## src/xcvr_cfg_pkg.sv

```systemverilog
package xcvr_cfg_pkg;

  localparam int ADDR_W = 4;
  localparam int DATA_W = 32;
  localparam int ALARM_W = 7;

  // Word indices of the registers; byte address is four times the index.
  localparam logic [ADDR_W-1:0] IDX_IDENT = 4'h1;
  localparam logic [ADDR_W-1:0] IDX_SETUP = 4'h2;
  localparam logic [ADDR_W-1:0] IDX_RX_POWER = 4'h3;
  localparam logic [ADDR_W-1:0] IDX_MASKS = 4'h4;
  localparam logic [ADDR_W-1:0] IDX_STATUS = 4'h5;
  localparam logic [ADDR_W-1:0] IDX_BUF_CTRL = 4'h6;

  // Fields of global_chip_setup.
  localparam int SETUP_SIGNAL_ABSENT_DRIVE = 7;
  localparam int SETUP_IRQ_DRIVE = 6;
  localparam int SETUP_IRQ_GATE = 5;
  localparam int SETUP_SDO_DRIVE = 4;
  localparam int SETUP_RESERVED_ONE = 3;
  localparam int SETUP_OPTICAL_LOOP = 2;
  localparam int SETUP_HOST_LOOP = 1;
  localparam int SETUP_REF_RATE = 0;
  localparam logic [7:0] SETUP_RESET = 8'h08;

  // Alarm bit positions, shared by masks and latched status.
  localparam int ALM_REF_CLOCK_ABSENT = 6;
  localparam int ALM_SIGNAL_ABSENT = 5;
  localparam int ALM_LOSS_OF_LOCK = 4;
  localparam int ALM_RX_BUFFER_FAULT = 3;
  localparam int ALM_PATTERN_ERROR = 2;
  localparam int ALM_PATTERN_SYNC_LOST = 1;
  localparam int ALM_SIGNAL_QUALITY = 0;
  localparam logic [ALARM_W-1:0] MASK_RESET = 7'h00;

  localparam int RX_SLEEP_BIT = 0;
  localparam int BUF_SELF_CLEAR_BIT = 1;
  localparam int BUF_RECAL_BIT = 3;

  // Identity values are arbitrary.
  localparam logic [3:0] DIE_REVISION = 4'h5;
  localparam logic [3:0] PART_DIGIT = 4'ha;

  typedef struct packed {
    logic [ADDR_W-1:0] address;
    logic read;
    logic write;
    logic [DATA_W-1:0] writedata;
  } bus_req_type;

  typedef struct packed {
    logic [DATA_W-1:0] readdata;
    logic waitrequest;
  } bus_rsp_type;

  typedef struct packed {
    logic signal_absent_pin_drive;
    logic irq_pin_drive;
    logic host_sdo_pin_drive;
    logic optical_side_loop;
    logic host_side_loop;
    logic ref_rate_select;
    logic receiver_sleep;
    logic buffer_self_clear;
    logic full_recalibration;
  } chip_ctrl_type;

endpackage

```

## src/chip_config_rx_irq_mask.sv

```systemverilog
`timescale 1ns/1ps
// Notes on behaviour
// - Read-only identity register: die revision high nibble, part digit low.
// - Setup bit 7 picks signal-absent pin drive: 0 push-pull, 1 open-drain.
// - Setup bit 6 picks interrupt pin drive: 0 push-pull, 1 open-drain.
// - Setup bit 5 gates all interrupts; 0 means none are signalled.
// - Setup bit 4 picks serial data out drive: 0 CMOS, 1 open-drain.
// - Setup bit 2 enables optical-side loopback; 0 is normal.
// - Setup bit 1 enables host-side electrical loopback; 0 is normal.
// - Setup bit 0 chooses reference rate: 0 is 155 MHz, 1 is 622 MHz.
// - Receiver register bit 0 puts receiver to sleep; bits 7:1 read zero.
// - Mask bit 6 masks reference-clock-absent alarm; mask bit 7 reads zero.
// - Mask bit 5 masks the signal-absent alarm.
// - Mask bit 4 masks the loss-of-lock alarm.
// - Mask bit 3 masks buffer fault; reads zero while self-clear is on.
// - Mask bit 2 masks the pattern error alarm.
// - Mask bit 1 masks the pattern sync lost alarm.
// - Mask bit 0 masks the signal quality alarm.
// - Sticky alarm bits; write zero clears one, interrupt disable clears all.
module chip_config_rx_irq_mask (
  input wire logic clk,
  input wire logic rst,
  input wire xcvr_cfg_pkg::bus_req_type bus_req,
  output xcvr_cfg_pkg::bus_rsp_type bus_rsp,
  input wire logic [xcvr_cfg_pkg::ALARM_W-1:0] alarm_in,
  output xcvr_cfg_pkg::chip_ctrl_type ctrl,
  output logic irq_out,
  output logic irq_oe
);
  import xcvr_cfg_pkg::*;

  logic [7:0] setup_reg;
  logic receiver_sleep_reg;
  logic [ALARM_W-1:0] mask_reg;
  logic [ALARM_W-1:0] status_reg;
  logic buf_self_clear_reg;
  logic recal_reg;
  logic [DATA_W-1:0] rdata_reg;
  logic ack_reg;
  logic [ALARM_W-1:0] mask_view;
  logic [ALARM_W-1:0] pending;
  logic wr_hit;
  logic rd_hit;
  logic irq_next;
  logic [7:0] wbyte;
  logic sel_setup;
  logic sel_power;
  logic sel_masks;
  logic sel_status;
  logic sel_buf;
  logic wr_setup;
  logic wr_power;
  logic wr_masks;
  logic wr_status;
  logic wr_buf;
  logic [7:0] rd_byte;
  logic irq_oe_next;

  // Alarm masks and status must each fit in one register byte.
  if (ALARM_W < 1 || ALARM_W > 7) begin : g_alarm_width
    $error("alarm count does not fit a register byte");
  end

  // The register byte lane must exist on the data bus.
  if (DATA_W < 8) begin : g_data_width
    $error("data bus narrower than a register byte");
  end

  // Each access takes one wait cycle; the answer comes in the second cycle.
  // A write lands at the edge where the host sees waitrequest low.
  assign wr_hit = bus_req.write && ack_reg;
  assign rd_hit = bus_req.read && !ack_reg;
  assign wbyte = bus_req.writedata[7:0];

  // Register selects from the word index.
  assign sel_setup = bus_req.address == IDX_SETUP;
  assign sel_power = bus_req.address == IDX_RX_POWER;
  assign sel_masks = bus_req.address == IDX_MASKS;
  assign sel_status = bus_req.address == IDX_STATUS;
  assign sel_buf = bus_req.address == IDX_BUF_CTRL;

  assign wr_setup = wr_hit && sel_setup;
  assign wr_power = wr_hit && sel_power;
  assign wr_masks = wr_hit && sel_masks;
  assign wr_status = wr_hit && sel_status;
  assign wr_buf = wr_hit && sel_buf;

  always_comb begin
    mask_view = mask_reg;
    if (buf_self_clear_reg) begin
      mask_view[ALM_RX_BUFFER_FAULT] = 1'b0;
    end
  end

  always_ff @(posedge clk or posedge rst) begin
    if (rst) begin
      ack_reg <= 1'b0;
    end else begin
      ack_reg <= (bus_req.read || bus_req.write) && !ack_reg;
    end
  end

  always_ff @(posedge clk or posedge rst) begin
    if (rst) begin
      setup_reg <= SETUP_RESET;
    end else if (wr_setup) begin
      setup_reg <= wbyte;
    end
  end

  always_ff @(posedge clk or posedge rst) begin
    if (rst) begin
      receiver_sleep_reg <= 1'b0;
    end else if (wr_power) begin
      receiver_sleep_reg <= wbyte[RX_SLEEP_BIT];
    end
  end

  always_ff @(posedge clk or posedge rst) begin
    if (rst) begin
      mask_reg <= MASK_RESET;
    end else if (wr_masks) begin
      mask_reg <= wbyte[ALARM_W-1:0];
    end
  end

  // Buffer self-clear also forces the fault mask bit to read zero.
  always_ff @(posedge clk or posedge rst) begin
    if (rst) begin
      buf_self_clear_reg <= 1'b0;
    end else if (wr_buf) begin
      buf_self_clear_reg <= wbyte[BUF_SELF_CLEAR_BIT];
    end
  end

  // Recalibration is a one-cycle strobe; the bit itself reads zero.
  always_ff @(posedge clk or posedge rst) begin
    if (rst) begin
      recal_reg <= 1'b0;
    end else begin
      recal_reg <= wr_buf && wbyte[BUF_RECAL_BIT];
    end
  end

  // Sticky alarms: a new event wins over a clear in the same cycle.
  for (genvar i = 0; i < ALARM_W; i++) begin : g_alarm
    alarm_sticky_bit #(
      .CLEAR_LEVEL(1'b0)
    ) latch (
      .clk(clk),
      .rst(rst),
      .event_in(alarm_in[i]),
      .gate_on(setup_reg[SETUP_IRQ_GATE]),
      .write_en(wr_status),
      .write_bit(wbyte[i]),
      .mask_bit(mask_view[i]),
      .status_bit(status_reg[i]),
      .pending_bit(pending[i])
    );
  end

  // Interrupt uses the effective mask, so a self-cleared fault bit unmasks.
  assign irq_next = setup_reg[SETUP_IRQ_GATE] && |pending;

  // Open-drain drives only the asserted level; push-pull always drives.
  assign irq_oe_next = setup_reg[SETUP_IRQ_DRIVE] ? irq_next : 1'b1;

  always_ff @(posedge clk or posedge rst) begin
    if (rst) begin
      irq_out <= 1'b0;
    end else begin
      irq_out <= irq_next;
    end
  end

  always_ff @(posedge clk or posedge rst) begin
    if (rst) begin
      irq_oe <= 1'b0;
    end else begin
      irq_oe <= irq_oe_next;
    end
  end

  always_comb begin
    rd_byte = 8'h00;
    case (bus_req.address)
      IDX_IDENT: begin
        rd_byte = {DIE_REVISION, PART_DIGIT};
      end
      IDX_SETUP: begin
        rd_byte = setup_reg;
      end
      IDX_RX_POWER: begin
        rd_byte[RX_SLEEP_BIT] = receiver_sleep_reg;
      end
      IDX_MASKS: begin
        rd_byte[ALARM_W-1:0] = mask_view;
      end
      IDX_STATUS: begin
        rd_byte[ALARM_W-1:0] = status_reg;
      end
      IDX_BUF_CTRL: begin
        rd_byte[BUF_SELF_CLEAR_BIT] = buf_self_clear_reg;
      end
      default: begin
        rd_byte = 8'h00;
      end
    endcase
  end

  // Read data is loaded in the wait cycle and stands until the next read.
  always_ff @(posedge clk or posedge rst) begin
    if (rst) begin
      rdata_reg <= '0;
    end else if (rd_hit) begin
      rdata_reg <= {{(DATA_W-8){1'b0}}, rd_byte};
    end
  end

  always_comb begin
    bus_rsp.readdata = rdata_reg;
    bus_rsp.waitrequest = (bus_req.read || bus_req.write) && !ack_reg;
  end

  // Control levels follow their register bits one cycle later.
  always_ff @(posedge clk or posedge rst) begin
    if (rst) begin
      ctrl.signal_absent_pin_drive <= 1'b0;
    end else begin
      ctrl.signal_absent_pin_drive <= setup_reg[SETUP_SIGNAL_ABSENT_DRIVE];
    end
  end

  always_ff @(posedge clk or posedge rst) begin
    if (rst) begin
      ctrl.irq_pin_drive <= 1'b0;
    end else begin
      ctrl.irq_pin_drive <= setup_reg[SETUP_IRQ_DRIVE];
    end
  end

  always_ff @(posedge clk or posedge rst) begin
    if (rst) begin
      ctrl.host_sdo_pin_drive <= 1'b0;
    end else begin
      ctrl.host_sdo_pin_drive <= setup_reg[SETUP_SDO_DRIVE];
    end
  end

  always_ff @(posedge clk or posedge rst) begin
    if (rst) begin
      ctrl.optical_side_loop <= 1'b0;
    end else begin
      ctrl.optical_side_loop <= setup_reg[SETUP_OPTICAL_LOOP];
    end
  end

  always_ff @(posedge clk or posedge rst) begin
    if (rst) begin
      ctrl.host_side_loop <= 1'b0;
    end else begin
      ctrl.host_side_loop <= setup_reg[SETUP_HOST_LOOP];
    end
  end

  always_ff @(posedge clk or posedge rst) begin
    if (rst) begin
      ctrl.ref_rate_select <= 1'b0;
    end else begin
      ctrl.ref_rate_select <= setup_reg[SETUP_REF_RATE];
    end
  end

  always_ff @(posedge clk or posedge rst) begin
    if (rst) begin
      ctrl.receiver_sleep <= 1'b0;
    end else begin
      ctrl.receiver_sleep <= receiver_sleep_reg;
    end
  end

  always_ff @(posedge clk or posedge rst) begin
    if (rst) begin
      ctrl.buffer_self_clear <= 1'b0;
    end else begin
      ctrl.buffer_self_clear <= buf_self_clear_reg;
    end
  end

  always_ff @(posedge clk or posedge rst) begin
    if (rst) begin
      ctrl.full_recalibration <= 1'b0;
    end else begin
      ctrl.full_recalibration <= recal_reg;
    end
  end

endmodule

// One sticky alarm bit and its masked pending flag.
module alarm_sticky_bit #(
  parameter logic CLEAR_LEVEL = 1'b0
) (
  input wire logic clk,
  input wire logic rst,
  input wire logic event_in,
  input wire logic gate_on,
  input wire logic write_en,
  input wire logic write_bit,
  input wire logic mask_bit,
  output logic status_bit,
  output logic pending_bit
);
  logic status_next;

  // Disabling interrupts clears; a new event still wins in that cycle.
  always_comb begin
    status_next = status_bit;
    if (!gate_on) begin
      status_next = 1'b0;
    end else if (write_en && write_bit == CLEAR_LEVEL) begin
      status_next = 1'b0;
    end
    status_next = status_next | event_in;
  end

  always_ff @(posedge clk or posedge rst) begin
    if (rst) begin
      status_bit <= 1'b0;
    end else begin
      status_bit <= status_next;
    end
  end

  // A masked bit stays latched but raises nothing.
  assign pending_bit = status_bit && !mask_bit;

endmodule

```

## config.mk

```make
export PLATFORM = sky130hd
export DESIGN_NAME = chip_config_rx_irq_mask
export DESIGN_NICKNAME = d
export VERILOG_FILES = /design/src/xcvr_cfg_pkg.sv /design/src/chip_config_rx_irq_mask.sv
export SDC_FILE = /design/constraint.sdc
export NUM_CORES = 1
export LEC_CHECK = 0
export BUFFER_PORTS_ARGS = -buffer_cell sky130_fd_sc_hd__buf_2
export CAP_MARGIN = 20
export CORE_MARGIN = 10
export CORE_UTILIZATION = 51
export DETAILED_ROUTE_END_ITERATION = 8
export PLACE_DENSITY_LB_ADDON = 0.1
export SKIP_CTS_REPAIR_TIMING = 1
export SLEW_MARGIN = 40
export SYNTH_ARGS = -nofsm -noshare
export SYNTH_HDL_FRONTEND = slang
export SYNTH_SLANG_ARGS = --single-unit
```

## constraint.sdc

```tcl
create_clock -name clk -period 3.8 [get_ports clk]
set_clock_uncertainty 0.2 [all_clocks]
set_input_delay 0.57 -clock clk [delete_from_list [all_inputs] [get_ports clk]]
set_output_delay 0.57 -clock clk [all_outputs]
set_load 0.05 [all_outputs]
```

==> results.py <==
metrics = {
    "clock_tree": {
        "cts-root-buf": "clkbuf_8",
        "cts_sinks": 45,
        "clk_pin_slew_worst_paths_ns": 0.07,
        "numCtsBuffers": 5,
        "htreeDepth": 2,
        "cts_tree": "yes",
        "insertion_delay_ns": 0.28,
        "clockBufferDepth": 2,
    },
    "global_routing": {
        "grt_first_pass_wirelength_um": 7780,
        "grt_usage": 0.133,
        "overflow": 0,
        "grt_max_degree": 46,
        "grt_pass1_vias": 1521,
        "grt_antenna_before_repair": 0,
    },
    "synthesis": {
        "ys_ff_latch": 45,
        "synthArstFlopShare": 1.00,
        "synth_cell_types": 37,
        "avgSynthCellArea_um2": 11.0,
        "ys_seq_area_frac": 0.521,
        "synth-warning-count": 0,
        "synth_area_um2": 2170,
        "synth-edff-count": 0,
        "synth_cells": 197,
        "ys.flop_type": "dfrtp_1",
    },
    "drt": {
        "ant_nets": 0,
        "post_drt_wl_per_cell_um": 16.3,
        "drtIter0Drc": 100,
        "totalWireLength_um": 4670,
        "viasPerCell": 5.08,
        "first_pass_iters": 4,
        "num_vias": 1458,
        "drc_errors": 0,
    },
    "placement": {
        "dp_hpwl_um": 3630,
        "numPortBuffers": 42,
        "place.gp.congestion": 0.863,
    },
    "timing": {
        "clock.fmax_mhz": 509,
        "finalSetupTns_ns": 0,
        "hold_ws_ns": 0.153,
        "rsz0062_at_grt": "false",
        "tightest_slew_ns": 0.552,
        "finalHoldViolations": 0,
        "min_period_over_period": 0.517,
        "max_slew_margin": 0.632,
        "period_needed_ns": 1.97,
        "slew_violations": 0,
        "setup_viol": 0,
    },
    "worst_hold_path": {
        "worstHoldPathType": "flip-flop to flip-flop",
        "whs_path_depth": 0,
    },
    "setup_path": {
        "path_class": "input pin to flip-flop",
        "cp_cell_sequence": "buf_2 -> nand4b_1 -> or3_1 -> mux2_2",
        "ff2ff_path_depth": 3,
        "startpoint_type": "input pin",
        "crit_slowest_cell": "or3_1",
        "worst_setup_path_end_kind": "flip-flop",
        "max_stage_delay_ns": 0.53,
        "crit_arrival_ns": 1.94,
        "cp.required_ns": 3.77,
        "cp_max_fo": 20,
    },
    "final_layout": {
        "regArea_um2": 1130,
        "fillCellCount": 365,
        "drive_above_1_share": 0.291,
        "multiInputGateArea_um2": 856,
        "diodes": 0,
        "largest_register_ffs": 9,
        "syn_to_final_growth_pct": 9.76,
        "nNetsFinal": 283,
    },
    "run": {
        "max_cap_viol_count": 0,
    },
    "die": {
        "dieArea_um2": 7250,
        "ios": 91,
        "start_util": 0.534,
        "die_h_um": 85.2,
        "core_area_um2": 4060,
        "die_x_um": 85.2,
        "rows": 23,
    },
    "pwr": {
        "leakagePower_nw": 1.19,
        "switching_power_uw": 427,
        "power_frac_seq": 0.502,
        "finalPower_mw": 1.21,
        "power_density_nw_per_um2": 510,
        "irDropWorstVdd_mv": 0.205,
        "clkPwrFrac": 0.222,
        "swShare": 0.352,
        "internal_power_uw": 786,
        "comb_power_share": 0.276,
    },
    "run_status": {
        "outcome": "complete, no violations",
    },
}
## power by group through the flow
stage          logic [mW]  registers [mW]  clock network, mW
2_1_floorplan       0.196           0.696                  0
3_3_place_gp        0.331           0.614                  0
3_5_place_dp        0.336           0.618                  0
4_1_cts             0.337           0.609              0.283
5_1_grt             0.360           0.619              0.299
6_report            0.335           0.609              0.269
## worst max-delay path, delay by kind of cell
family	cells	cell delay [ns]
buffers and inverters	1	0.28
muxes	1	0.34
and+or+nand+nor	2	0.74
## kinds of logic after synthesis
| group | count (synthesis) | share of synthesized area |
|---|---|---|
| AO/OA/AOI/OAI | 32 | 0.0959 |
| buffers and inverters | 43 | 0.124 |
| flip-flops | 45 | 0.521 |
| multiplexers | 18 | 0.106 |
| other | 1 | 0.00173 |
| AND/OR/NAND/NOR | 58 | 0.151 |
## final cells by class
type	count	share of cell area
timing repair buffer	43	0.0916
sequential	45	0.474
tap	50	0.0263
multi-input combinational	132	0.360
clock buffer	8	0.0337
inverter	9	0.0142
## cells in the mapped netlist (6+ instances only)
library cell	count	area, um^2
nand3b_1	6	45.0
nor2_1	8	30.0
o211ai_1	7	52.6
nand2_1	13	48.8
mux2_2	8	90.1
inv_1	9	33.8
a21oi_1	6	30.0
dfrtp_1	44	1100
buf_4	24	180
o21ai_0	8	40.0
nand2b_1	12	75.1
mux2_4	8	120
## cells in the final DEF (no fill, tap or decap), types with 2 or more instances in the layout
master    count
inv_1         8
mux2_4        8
nor2_1        8
o21ai_0       8
a21oi_1       6
and2_1        2
mux2i_1       2
a211oi_1      2
or2_2         2
conb_1       24
mux2_2        8
nand2b_1     12
o211ai_1      7
nor3_1        5
clkbuf_8      5
or3_1         2
nand2_1      13
clkbuf_1      3
buf_2        42
nand3b_1      6
dfrtp_1      44
o22ai_1       5
## metal layers
metal	global-route usage	routed length, um	up-vias
met5	0	0	-
met3	0.0554	444	2
met1	0.157	1900	699
met4	0.0434	28	0
li1	-	-	703
met2	0.214	2290	54
## path summary, 6_finish.rpt
check                                    startpoint                              to  slack, ns
worst max-delay path                    bus_req[36]         mask_reg[5]$_DFFE_PP0P_       1.83
worst min-delay path            recal_reg$_DFF_PP0_               ctrl[0]$_DFF_PP0_       0.15
worst max register to register    ack_reg$_DFF_PP0_         mask_reg[5]$_DFFE_PP0P_       2.05
worst min register to register  recal_reg$_DFF_PP0_               ctrl[0]$_DFF_PP0_       0.15
max in group asynchronous                       rst        setup_reg[3]$_DFFE_PP1P_       2.81
min in group asynchronous                       rst  receiver_sleep_reg$_DFFE_PP0P_       0.20
## through the flow
step	instances	area (um^2)	setup WS, ns	util
6_report	287	2380	1.83	0.586
5_1_grt	287	2380	1.75	0.586
4_1_cts	287	2380	1.83	0.586
3_5_place_dp	279	2300	1.52	0.566
3_3_place_gp	279	2300	1.56	0.566
2_1_floorplan	220	2250	1.76	-
Note: power is estimated with default switching activity, not from simulation.
